`src/sdl_pkg.sv`:
```
// package: shared types and timing constants of the diagnostic led block
package sdl_pkg;
    localparam int unsigned CLK_HZ = 40000000;
    // blink rates and periods, in their own units
    localparam int unsigned SLOW_BLINK_HZ = 1;
    localparam int unsigned FAST_BLINK_HZ = 2;
    localparam int unsigned NET_SETUP_S = 3;
    // half periods and setup window in clock cycles
    localparam int unsigned SLOW_HALF_CYC = CLK_HZ / (2 * SLOW_BLINK_HZ);
    localparam int unsigned FAST_HALF_CYC = CLK_HZ / (2 * FAST_BLINK_HZ);
    localparam int unsigned NET_SETUP_CYC = CLK_HZ * NET_SETUP_S;
    // error class pulse train: pulse on/off tick count, pause between groups
    localparam int unsigned EC_PULSE_HZ = 4;
    localparam int unsigned EC_TICK_CYC = CLK_HZ / (2 * EC_PULSE_HZ);
    localparam int unsigned EC_PAUSE_TICKS = 8;
    localparam int unsigned NUM_INPUTS = 20;
    // error class pulse counts
    localparam logic [3:0] EC_CONFIG = 4'h2;
    localparam logic [3:0] EC_APPLICATION = 4'h3;
    localparam logic [3:0] EC_SELF_TEST = 4'h4;
    localparam logic [3:0] EC_SUPPLY_MON = 4'h5;
    localparam logic [3:0] EC_IO_MODULES = 4'h6;
    localparam logic [3:0] EC_CROSS_COMM = 4'h7;
    localparam logic [3:0] EC_INTERNAL = 4'h8;
    // one-hot control fault sources, lowest index wins
    typedef struct packed {
        logic internal;
        logic cross_comm;
        logic io_modules;
        logic supply_mon;
        logic self_test;
        logic application;
        logic config_data;
    } sdl_ctrl_fault_t;
    // bicolour indicator drive
    typedef struct packed {
        logic red;
        logic green;
    } sdl_led_t;
endpackage

```
`src/sdl_diag_core.sv`:
```
// module: fault classification, safe-state forcing and indicator leds
//
// Function
// - missing or faulty project: module state led flashes red at 1 Hz
// - configuration error: stop apps, outputs off, safe data zero
// - repairable error: apps run; affected red/green 1 Hz, else green
// - repairable error: switch off affected outputs, zero affected inputs
// - critical: stop all, clear all; detector 2 Hz red, others red
// - critical state held until power-on reset; supply off three seconds
// - control error: 24 V outputs off, red pulse groups of error class
// - class counts: 2 config to 8 internal, as listed
// - power led flashes green 1 Hz on bad supply, steady otherwise, green off in control error
// - project adopted: green 1 Hz until start, then steady green
// - cable break, short, two-channel or output test error: red/green
// - unverified: code led yellow 1 Hz, no automatic start
// - verified: code led steady yellow, automatic start after reset
// - connection setup: link led flashes green for 3 s
// - single-channel test error: input led 1 Hz, in red phase
// - unconfigured input at 24 V: input led flashes green 1 Hz
// - two-channel input error: the pair flashes alternately at 1 Hz
// - no error: input led follows input level, off or green
`timescale 1ns/1ps
module sdl_diag_core (
    clk,
    rst_n,
    project_missing,
    project_faulty,
    project_adopted,
    project_verified,
    start_cmd,
    ctrl_fault,
    critical_here,
    critical_other,
    supply_bad,
    link_setup,
    out_fault,
    out_request,
    in_level,
    in_configured,
    in_two_channel,
    in_test_err,
    pair_err,
    out_enable,
    in_safe_data,
    app_run,
    module_state_indicator,
    power_error_class_indicator,
    code_verified_indicator,
    link_activity_indicator,
    input_indicator
);
    localparam int N = sdl_pkg::NUM_INPUTS;
    localparam int P = sdl_pkg::NUM_INPUTS / 2;
    input wire logic clk;
    input wire logic rst_n;
    input wire logic project_missing;
    input wire logic project_faulty;
    input wire logic project_adopted;
    input wire logic project_verified;
    input wire logic start_cmd;
    input wire sdl_pkg::sdl_ctrl_fault_t ctrl_fault;
    input wire logic critical_here;
    input wire logic critical_other;
    input wire logic supply_bad;
    input wire logic link_setup;
    input wire logic [3:0] out_fault;
    input wire logic [3:0] out_request;
    input wire logic [N-1:0] in_level;
    input wire logic [N-1:0] in_configured;
    input wire logic [P-1:0] in_two_channel;
    input wire logic [N-1:0] in_test_err;
    input wire logic [P-1:0] pair_err;
    output logic [3:0] out_enable;
    output logic [N-1:0] in_safe_data;
    output logic app_run;
    output sdl_pkg::sdl_led_t module_state_indicator;
    output sdl_pkg::sdl_led_t power_error_class_indicator;
    output logic code_verified_indicator;
    output logic link_activity_indicator;
    output logic [N-1:0] input_indicator;

    typedef enum logic [2:0] {
        SDL_CONFIG,
        SDL_STOPPED,
        SDL_RUNNING,
        SDL_CRITICAL,
        SDL_CTRL_ERR
    } sdl_state_t;

    sdl_state_t state_q;
    sdl_state_t state_d;
    logic critical_local_q;
    logic [3:0] ec_count_q;
    logic [24:0] slow_cnt_q;
    logic [24:0] fast_cnt_q;
    logic [22:0] ec_cnt_q;
    logic slow_ph_q;
    logic fast_ph_q;
    logic ec_tick;
    logic [27:0] net_cnt_q;
    logic setup_prev_q;
    logic auto_start_q;
    logic boot_q;
    logic ec_led;

    ////////////////////////////////////////////////////////////////////////
    // timebases

    wire slow_wrap = slow_cnt_q == 25'(sdl_pkg::SLOW_HALF_CYC - 1);
    wire fast_wrap = fast_cnt_q == 25'(sdl_pkg::FAST_HALF_CYC - 1);
    assign ec_tick = ec_cnt_q == 23'(sdl_pkg::EC_TICK_CYC - 1);

    // half-period counters; slow phase high is the red phase
    always_ff @(posedge clk or negedge rst_n) begin
        if (!rst_n) begin
            slow_cnt_q <= 25'h0000000;
            fast_cnt_q <= 25'h0000000;
            ec_cnt_q <= 23'h000000;
            slow_ph_q <= 1'b0;
            fast_ph_q <= 1'b0;
        end else begin
            slow_cnt_q <= slow_wrap ? 25'h0000000 : slow_cnt_q + 25'h0000001;
            fast_cnt_q <= fast_wrap ? 25'h0000000 : fast_cnt_q + 25'h0000001;
            ec_cnt_q <= ec_tick ? 23'h000000 : ec_cnt_q + 23'h000001;
            slow_ph_q <= slow_ph_q ^ slow_wrap;
            fast_ph_q <= fast_ph_q ^ fast_wrap;
        end
    end

    ////////////////////////////////////////////////////////////////////////
    // fault classification

    wire config_err = project_missing || project_faulty;
    wire ctrl_any = |ctrl_fault;
    wire critical_any = critical_here || critical_other;
    // error class, lowest source wins
    wire [3:0] ec_sel = ctrl_fault.config_data ? sdl_pkg::EC_CONFIG :
        ctrl_fault.application ? sdl_pkg::EC_APPLICATION :
        ctrl_fault.self_test ? sdl_pkg::EC_SELF_TEST :
        ctrl_fault.supply_mon ? sdl_pkg::EC_SUPPLY_MON :
        ctrl_fault.io_modules ? sdl_pkg::EC_IO_MODULES :
        ctrl_fault.cross_comm ? sdl_pkg::EC_CROSS_COMM :
        sdl_pkg::EC_INTERNAL;
    // per-pair and per-input repairable errors
    logic [N-1:0] single_err;
    logic [N-1:0] pair_flag;
    logic [N-1:0] unconf_hot;
    genvar g;
    generate
        for (g = 0; g < N; g++) begin : g_in
            assign pair_flag[g] = in_two_channel[g/2] &&
                (pair_err[g/2] || in_test_err[g & ~1] ||
                 in_test_err[g | 1]);
            assign single_err[g] = !in_two_channel[g/2] && in_configured[g]
                && in_test_err[g];
            assign unconf_hot[g] = !in_configured[g] && in_level[g];
        end
    endgenerate
    wire repair_err = (|single_err) || (|pair_flag) || (|out_fault);

    ////////////////////////////////////////////////////////////////////////
    // state machine

    // critical and control errors are terminal until power-on reset
    always_comb begin
        state_d = state_q;
        case (state_q)
            SDL_CRITICAL: state_d = SDL_CRITICAL;
            SDL_CTRL_ERR: state_d = SDL_CTRL_ERR;
            default: begin
                if (critical_any) begin
                    state_d = SDL_CRITICAL;
                end else if (ctrl_any) begin
                    state_d = SDL_CTRL_ERR;
                end else if (config_err || !project_adopted) begin
                    state_d = SDL_CONFIG;
                end else if (state_q == SDL_RUNNING) begin
                    state_d = SDL_RUNNING;
                end else if (start_cmd || auto_start_q) begin
                    state_d = SDL_RUNNING;
                end else begin
                    state_d = SDL_STOPPED;
                end
            end
        endcase
    end

    // state, latched fault details, auto-start strap taken after release
    always_ff @(posedge clk or negedge rst_n) begin
        if (!rst_n) begin
            state_q <= SDL_CONFIG;
            critical_local_q <= 1'b0;
            ec_count_q <= 4'h0;
            boot_q <= 1'b1;
            auto_start_q <= 1'b0;
        end else begin
            state_q <= state_d;
            boot_q <= 1'b0;
            if (boot_q) begin
                auto_start_q <= project_verified;
            end else if (state_q == SDL_RUNNING) begin
                auto_start_q <= 1'b0;
            end
            if (state_q != SDL_CRITICAL && critical_here) begin
                critical_local_q <= 1'b1;
            end
            if (state_q != SDL_CTRL_ERR && ctrl_any) begin
                ec_count_q <= ec_sel;
            end
        end
    end

    ////////////////////////////////////////////////////////////////////////
    // safe-state forcing

    wire running = state_q == SDL_RUNNING;
    wire [3:0] out_en_d = running ? (out_request & ~out_fault) : 4'h0;
    wire [N-1:0] safe_d = running ?
        (in_level & in_configured & ~single_err & ~pair_flag) : '0;

    // outputs forced off and safe data zero outside running
    always_ff @(posedge clk or negedge rst_n) begin
        if (!rst_n) begin
            out_enable <= 4'h0;
            in_safe_data <= '0;
            app_run <= 1'b0;
        end else begin
            out_enable <= out_en_d;
            in_safe_data <= safe_d;
            app_run <= running;
        end
    end

    ////////////////////////////////////////////////////////////////////////
    // indicators

    sdl_ec_blinker u_ec (
        .clk(clk),
        .rst_n(rst_n),
        .tick(ec_tick),
        .count(ec_count_q),
        .enable(state_q == SDL_CTRL_ERR),
        .led(ec_led)
    );

    // module state led selection
    sdl_pkg::sdl_led_t ms_d;
    always_comb begin
        ms_d = '0;
        case (state_q)
            SDL_CONFIG: ms_d.red = slow_ph_q;
            SDL_STOPPED: ms_d.green = slow_ph_q;
            SDL_RUNNING: begin
                ms_d.red = repair_err && slow_ph_q;
                ms_d.green = repair_err ? !slow_ph_q : 1'b1;
            end
            SDL_CRITICAL: ms_d.red = critical_local_q ? fast_ph_q : 1'b1;
            SDL_CTRL_ERR: ms_d.red = 1'b1;
            default: ms_d = '0;
        endcase
    end

    // power led: control error pulses beat supply indication
    sdl_pkg::sdl_led_t pw_d;
    assign pw_d.red = state_q == SDL_CTRL_ERR && ec_led;
    assign pw_d.green = state_q != SDL_CTRL_ERR &&
        (supply_bad ? slow_ph_q : 1'b1);

    // input leds
    logic [N-1:0] in_led_d;
    generate
        for (g = 0; g < N; g++) begin : g_led
            assign in_led_d[g] = pair_flag[g] ?
                (slow_ph_q ^ 1'(g % 2)) :
                (single_err[g] || unconf_hot[g]) ?
                slow_ph_q :
                in_level[g];
        end
    endgenerate

    // link setup window restarts on each rising edge of setup
    always_ff @(posedge clk or negedge rst_n) begin
        if (!rst_n) begin
            net_cnt_q <= 28'h0000000;
            setup_prev_q <= 1'b0;
        end else begin
            setup_prev_q <= link_setup;
            if (link_setup && !setup_prev_q) begin
                net_cnt_q <= 28'(sdl_pkg::NET_SETUP_CYC);
            end else if (net_cnt_q != 28'h0000000) begin
                net_cnt_q <= net_cnt_q - 28'h0000001;
            end
        end
    end

    // indicator registers
    always_ff @(posedge clk or negedge rst_n) begin
        if (!rst_n) begin
            module_state_indicator <= '0;
            power_error_class_indicator <= '0;
            code_verified_indicator <= 1'b0;
            link_activity_indicator <= 1'b0;
            input_indicator <= '0;
        end else begin
            module_state_indicator <= ms_d;
            power_error_class_indicator <= pw_d;
            code_verified_indicator <= project_verified ? 1'b1 :
                slow_ph_q;
            link_activity_indicator <= (net_cnt_q != 28'h0000000) &&
                slow_ph_q;
            input_indicator <= in_led_d;
        end
    end

    ////////////////////////////////////////////////////////////////////////
    // checks

    a_critical_sticky: assert property (@(posedge clk) disable iff (!rst_n)
        state_q == SDL_CRITICAL |=> state_q == SDL_CRITICAL)
        else $error("critical state left without reset");
    a_config_safe: assert property (@(posedge clk) disable iff (!rst_n)
        state_q == SDL_CONFIG |=> out_enable == 4'h0 && !app_run)
        else $error("outputs on in configuration state");
    a_critical_off: assert property (@(posedge clk) disable iff (!rst_n)
        state_q == SDL_CRITICAL |=> in_safe_data == '0)
        else $error("safe data not cleared on critical error");
    a_ctrl_red: assert property (@(posedge clk) disable iff (!rst_n)
        state_q == SDL_CTRL_ERR |=> out_enable == 4'h0 &&
        !power_error_class_indicator.green)
        else $error("control error indication wrong");
    a_fault_out_off: assert property (@(posedge clk) disable iff (!rst_n)
        (out_fault[0]) |=> !out_enable[0])
        else $error("faulty output left on");
    a_running_led: assert property (@(posedge clk) disable iff (!rst_n)
        state_q == SDL_RUNNING && !repair_err |=>
        module_state_indicator == 2'b01)
        else $error("running without steady green");
    a_critical_other: assert property (@(posedge clk) disable iff (!rst_n)
        state_q == SDL_CRITICAL && !critical_local_q |=>
        module_state_indicator == 2'b10)
        else $error("foreign critical not steady red");
    a_net_window: assert property (@(posedge clk) disable iff (!rst_n)
        (link_setup && !setup_prev_q) |=> net_cnt_q != 28'h0000000)
        else $error("link setup window not started");
    a_supply_ok: assert property (@(posedge clk) disable iff (!rst_n)
        !supply_bad && state_q != SDL_CTRL_ERR |=>
        power_error_class_indicator.green)
        else $error("power led not steady with good supply");
    a_verified_cv: assert property (@(posedge clk) disable iff (!rst_n)
        project_verified |=> code_verified_indicator)
        else $error("verified project not steady yellow");
    c_running: cover property (@(posedge clk) state_q == SDL_RUNNING);
    c_critical: cover property (@(posedge clk) state_q == SDL_CRITICAL);
    c_ctrl_err: cover property (@(posedge clk) state_q == SDL_CTRL_ERR);
endmodule

```
`src/sdl_ec_blinker.sv`:
```
// module: pulse-group generator for the error class indicator
`timescale 1ns/1ps
module sdl_ec_blinker (
    clk,
    rst_n,
    tick,
    count,
    enable,
    led
);
    input wire logic clk;
    input wire logic rst_n;
    input wire logic tick;
    input wire logic [3:0] count;
    input wire logic enable;
    output logic led;

    logic [4:0] phase_q;
    logic [4:0] phase_d;
    logic [4:0] group_len;
    logic led_d;

    // group: count pulses of two ticks each, then a long pause
    assign group_len = {count, 1'b0} + 5'(sdl_pkg::EC_PAUSE_TICKS);
    assign phase_d = (phase_q + 5'h01 >= group_len) ? 5'h00 : phase_q + 5'h01;
    assign led_d = enable && (phase_q < {count, 1'b0}) && !phase_q[0];

    // phase walks on tick, restarts when disabled
    always_ff @(posedge clk or negedge rst_n) begin
        if (!rst_n) begin
            phase_q <= 5'h00;
        end else if (!enable) begin
            phase_q <= 5'h00;
        end else if (tick) begin
            phase_q <= phase_d;
        end
    end

    // led register
    always_ff @(posedge clk or negedge rst_n) begin
        if (!rst_n) begin
            led <= 1'b0;
        end else begin
            led <= led_d;
        end
    end

    a_pause_length: assert property (@(posedge clk) disable iff (!rst_n)
        (enable && tick && phase_q == {count, 1'b0}) |=> !led [*8])
        else $error("error class pause too short");
endmodule

```
`config.mk`:
```
export PLATFORM = sky130hd
export DESIGN_NAME = sdl_diag_core
export DESIGN_NICKNAME = d
export VERILOG_FILES = /design/src/sdl_pkg.sv /design/src/sdl_diag_core.sv /design/src/sdl_ec_blinker.sv
export SDC_FILE = /design/constraint.sdc
export NUM_CORES = 1
export LEC_CHECK = 0
export BUFFER_PORTS_ARGS = -buffer_cell sky130_fd_sc_hd__buf_2
export CORE_ASPECT_RATIO = 0.8
export CORE_MARGIN = 2
export CORE_UTILIZATION = 55
export CTS_BUF_LIST = sky130_fd_sc_hd__clkbuf_8
export CTS_CLUSTER_DIAMETER = 60
export DETAILED_ROUTE_END_ITERATION = 8
export GPL_TIMING_DRIVEN = 1
export PLACE_DENSITY = 0.79
export SETUP_SLACK_MARGIN = 0.3
export SLEW_MARGIN = 10
export SYNTH_ARGS = -nofsm -noshare
export SYNTH_HDL_FRONTEND = slang
export SYNTH_SLANG_ARGS = --single-unit
```
`constraint.sdc`:
```
create_clock -name clk -period 2.7 [get_ports clk]
set_input_delay 0.54 -clock clk [delete_from_list [all_inputs] [get_ports clk]]
set_output_delay 0.54 -clock clk [all_outputs]
set_load 0.01 [all_outputs]
```
Yosys cells after proc, flatten, opt, wreduce, memory -nomap -nowiden. Cells that the tools add are included.

$add $sub $neg: 6. $lt $le $gt $ge: 2. Equality and inequality tests: 10. Multiplexer cells: 70. Bitwise operators: 10. Reduce and logical (&&, ||, !) cells: 167.

Operators by type and width (number): logical AND 1 bit (79); AND 20 bit (3); two-way mux 28 bit (2); adder 25 x 1 -> 25 bit, second input constant (2); two-way mux 25 bit (2); logical OR 1 bit (46); two-way mux 1 bit (46); inverter 20 bit (2); logical NOT 1 bit (34); two-way mux 4 bit (7); nonzero test 28 bit (1); subtractor 28 x 1 -> 28 bit, second input constant (1); equality test 25 x 24 -> 1 bit, second input constant (1); equality test 25 bit, second input constant (1); adder 23 x 1 -> 23 bit, second input constant (1); equality test 23 bit, second input constant (1); two-way mux 23 bit (1); two-way mux 20 bit (1); OR reduction 20 bit (1); two-way mux 5 bit (3); OR reduction 10 bit (1); OR reduction 7 bit (1); equality test 3 x 2 -> 1 bit, second input constant (2); two-way mux 2 bit (3); other kinds (20) (23).

Flip-flop bits (word level): 171. Input bits: 106. Word-level logic and storage cells: 289.

Longest topological paths before layout.
Depth in word-level cells: 8. Mapped depth: 8.

Cells and area by module. Synthesis repeated with hierarchy kept, for this count alone.

Cell total of the unflattened synthesis: 795. Area, all modules: 8115.3 µm².

Modules (own cells, without submodules): sdl_diag_core (times used 1, cells an instance 750, area each 7657.3 µm², sequential area each 4130.2 µm²); sdl_ec_blinker (times used 1, cells an instance 45, area each 457.9 µm², sequential area each 150.1 µm²).

Worst setup path after synthesis. Ideal clock, no wire load.

Path kind: register to register. Start: register net_cnt_q[16]. End: register net_cnt_q[27]. Arrival time: 2.339 ns. Required time: 2.622 ns. Slack: 0.284 ns. Stages on the path, launching flop included: 6. Path buffers: 0. Period minus slack after synthesis: 2.416 ns. Path through: dfrtp_1 > or4_4 > or4b_4 > or3_1 > or4_1 > a21oi_1.

Word-level cells in the longest chain between the ends: 3. Elaborated cells between the ends (all ways): 5. Classes of those cells: add/sub (1); mux (2); reduce/logical (2).

Ends and longest elaborated chain: start: declaration (RTL line sdl_diag_core.sv:100) `logic [27:0] net_cnt_q;`; start signal: assignment (RTL line sdl_diag_core.sv:289) `net_cnt_q <= 28'(sdl_pkg::NET_SETUP_CYC);`; start signal: assignment (RTL line sdl_diag_core.sv:291) `net_cnt_q <= net_cnt_q - 28'h0000001;`; subtractor 28 x 1 -> 28 bit (RTL line sdl_diag_core.sv:291); two-way mux 28 bit (RTL line sdl_diag_core.sv:290) `end else if (net_cnt_q != 28'h0000000) begin`; two-way mux 28 bit (RTL line sdl_diag_core.sv:288) `if (link_setup && !setup_prev_q) begin`.

Parallel ways exist; a longest one is shown, timed or not. The select of a mux whose other input is x is not followed. A chain may end at the register's enable or synchronous reset.

Worst setup path after layout.
Start: register net_cnt_q[17]. End: register net_cnt_q[25].

The elaborated chain is that of the path after synthesis.

==> impl_metrics.csv <==
group,metric,value,unit
timing,setup_tns,0,ns
floorplanning,floorplan.core_area,15100,um^2
global_routing,grt_pass1_vias,6911,
timing,report.final.hold_viol_count,0,
power,powerDensity,512,nW/um^2
setup_path,endpoint_kind,"flop",
layout,antenna_cells,0,
synth,synth.avg_cell_area,9.53,um^2
route,drt_first_iter_violations,567,
timing,fin_skew,0.0103,ns
synth,synth_common_cells,"dfrtp_1 (170), nand2_1 (89), nor2_1 (89)",
global_routing,grt_start_max_net_pins,76,
synth,yosys_most_used_dff,"dfrtp_1",
clocking,cts_buffers,17,
timing,holdWs,0.124,ns
clocking,cts_tree,"built",
setup_path,r2r_cells,5,
place,dpl-instance-area,9620,um^2
synth,synth_warnings,0,
layout,syn2layout_area_growth,19.2,%
power,vdd_drop_max,0.000278,V
route,wire_per_inst,15.6,um
setup_path,startpoint,"net_cnt_q[17]",
run,cap_violations,0,
setup_path,worstPathArrival,2.81,ns
synth,yosys-top-cells-area,"dfrtp_1 (50%), xnor2_1 (4.3%), nand2_1 (3.9%)",
clocking,clock_path_buffers,2,
timing,fmax,411,MHz
timing,slew_viol_final,0,
global_routing,antenna_found_initial,0,
worst_hold_path,hold_class,"in -> async",
timing,worst_pin_slew,0.695,ns
clocking,hold_buffers,0,
layout,finalNetCount,1193,
timing,max_slew_margin,0.537,
route,vias,7261,
synth,synth_most_common_cell,"dfrtp_1",
place,dp_hpwl,14700,um
floorplanning,rows,40,
timing,rsz0062_at_grt,"true",
route,wl,20200,um
synth,ys_seq_elements,171,
synth,synth_largest_area_cell,"dfrtp_1",
synth,netlist.area_leader.share,0.501,
clocking,worst_skew_pair.late_latency,0.45,ns
run_status,status,"finished clean",
synth,seq_area_frac_synth,0.504,
place,pre_cts_slack,0.198,ns
setup_path,reg2reg_from,"net_cnt_q[17]",
floorplanning,boundaryPins,157,
floorplanning,fp.dieArea,16500,um^2
synth,async_flop_share,1.00,
layout,final_area,10100,um^2
route,drt_pass1_iterations,5,
setup_path,r2r-end,"net_cnt_q[25]",
global_routing,grt_first_pass_wirelength,33800,um
layout,fillers,1179,
clocking,ctsHtreeMaxLevel,4,
synth,synth_area,8490,um^2
timing,period_needed,2.43,ns
synth,syn-num-nets,1009,
place,gp_congestion,0.871,
synth,syn_inst,891,
clocking,cts_root_buf,"clkbuf_8",
synth,synth.distinct_cells,63,
timing,final-setup-viol-count,0,
synth,synth_edf_count,0,
setup_path,critical_path_class,"reg -> reg",
floorplanning,dieWidth,143,um
route,drt-vias-per-instance,5.60,
route,drt.antenna.violating_nets,0,
setup_path,crit_path_max_fanout,5,
setup_path,rrSetupSlack,0.27,ns
power,p_leak,4.80,nW
floorplanning,dieHeight,115,um
clocking,path_clk_slew,0.08,ns
setup_path,cp-start-kind,"flop",
setup_path,worst-endpoint-required,3.08,ns
layout,final_core_util,0.672,
layout,layout-drive-gt1-share,0.218,
place,portBuffers,156,
global_routing,overflow,0,
route,drc_errors,0,
clocking,clock-sinks,171,
global_routing,grt.total_usage,0.261,
floorplanning,start_util,0.564,
timing,setup_slack,0.265,ns
timing,post-route-period-util,0.902,
timing repair:
| item | CTS | global route |
|---|---|---|
| pin swaps | 2 | 1 |
| endpoints found under the setup margin | 10 | 16 |
| resized for setup | 1 | 5 |
| buffers inserted | 5 | 5 |
| gates cloned | 0 | 0 |
state kept, by name (all words and copies together), names as in the netlist:
| register | count |
|---|---|
| app_run | 1 |
| auto_start_q | 1 |
| boot_q | 1 |
| code_verified_indicator | 1 |
| critical_local_q | 1 |
| ec_cnt_q | 23 |
| ec_count_q | 4 |
| fast_cnt_q | 25 |
| fast_ph_q | 1 |
| in_safe_data | 20 |
| input_indicator | 20 |
| link_activity_indicator | 1 |
| module_state_indicator | 2 |
| net_cnt_q | 28 |
| out_enable | 4 |
| power_error_class_indicator | 2 |
| setup_prev_q | 1 |
| slow_cnt_q | 25 |
| slow_ph_q | 1 |
| state_q | 3 |
| u_ec.led | 1 |
| u_ec.phase_q | 5 |
worst max path at each step:
stage | endpoint | slack, ns | cells past startpoint
6_report | net_cnt_q[25] | 0.27 | 5
5_1_grt | net_cnt_q[25] | 0.22 | 5
4_1_cts | net_cnt_q[27] | 0.27 | 5
3_5_place_dp | net_cnt_q[27] | 0.20 | 5
3_3_place_gp | net_cnt_q[27] | 0.24 | 5
2_1_floorplan | net_cnt_q[27] | 0.30 | 5
worst max-delay path, stage by stage (launching register included):
cell	delay, ns
dfrtp_1	0.39
or4_4	0.54
or4b_4	0.54
buf_4	0.17
or4_2	0.62
nand3_1	0.10
layout by cell type, fill, tap and decap left out, types with 16 or more instances in the layout:
master,n
a21oi_1,64
and3_1,25
buf_2,155
buf_4,27
clkbuf_8,20
dfrtp_1,170
inv_1,37
nand2_1,89
nand3_1,44
nand4_1,17
nor2_1,88
nor3_1,38
nor4_1,16
o21ai_0,42
xnor2_1,42
xor2_1,34
cell type report:
type	count	area [um^2]	area share
tap	210	263	0.0259
timing repair buffer	185	1030	0.102
multi-input combinational	665	4020	0.397
clock inverter	11	129	0.0127
clock buffer	20	275	0.0272
inverter	35	131	0.0130
sequential	171	4280	0.423
metrics by stage:
step                std cells  total power [mW]
finish                   1297              5.19
global route             1297              5.44
CTS                      1292              5.22
detailed placement       1256              3.39
global placement         1256              3.37
floorplan                 891              3.09
metal layers:
layer	share of wire	up-vias	global-route usage	wire length, um
met3	0.063	15	0.0687	1270
met5	0	-	0	0
met1	0.45	3478	0.358	9100
met4	0.011	0	0.0620	221
met2	0.48	210	0.421	9620
li1	-	3558	-	-
cell families (layout without fill, tap and decap cells):
kind of cell,after synthesis,in the layout,synth area share
other,1,1,0.000442
AOI/OAI and AO/OA,170,170,0.123
and+or+nand+nor,398,398,0.240
adders and majority gates,12,12,0.0177
xor gates and xnor gates,76,76,0.0784
DFF,171,171,0.504
muxes,8,8,0.0103
buffers and inverters,55,251,0.0259
power breakdown:
group          total [mW]  internal [mW]  switching (mW)
combinational       0.612          0.252           0.361
clock                1.84          0.968           0.875
sequential           2.73           2.65          0.0815
Note: power is estimated with default switching activity, not from simulation.
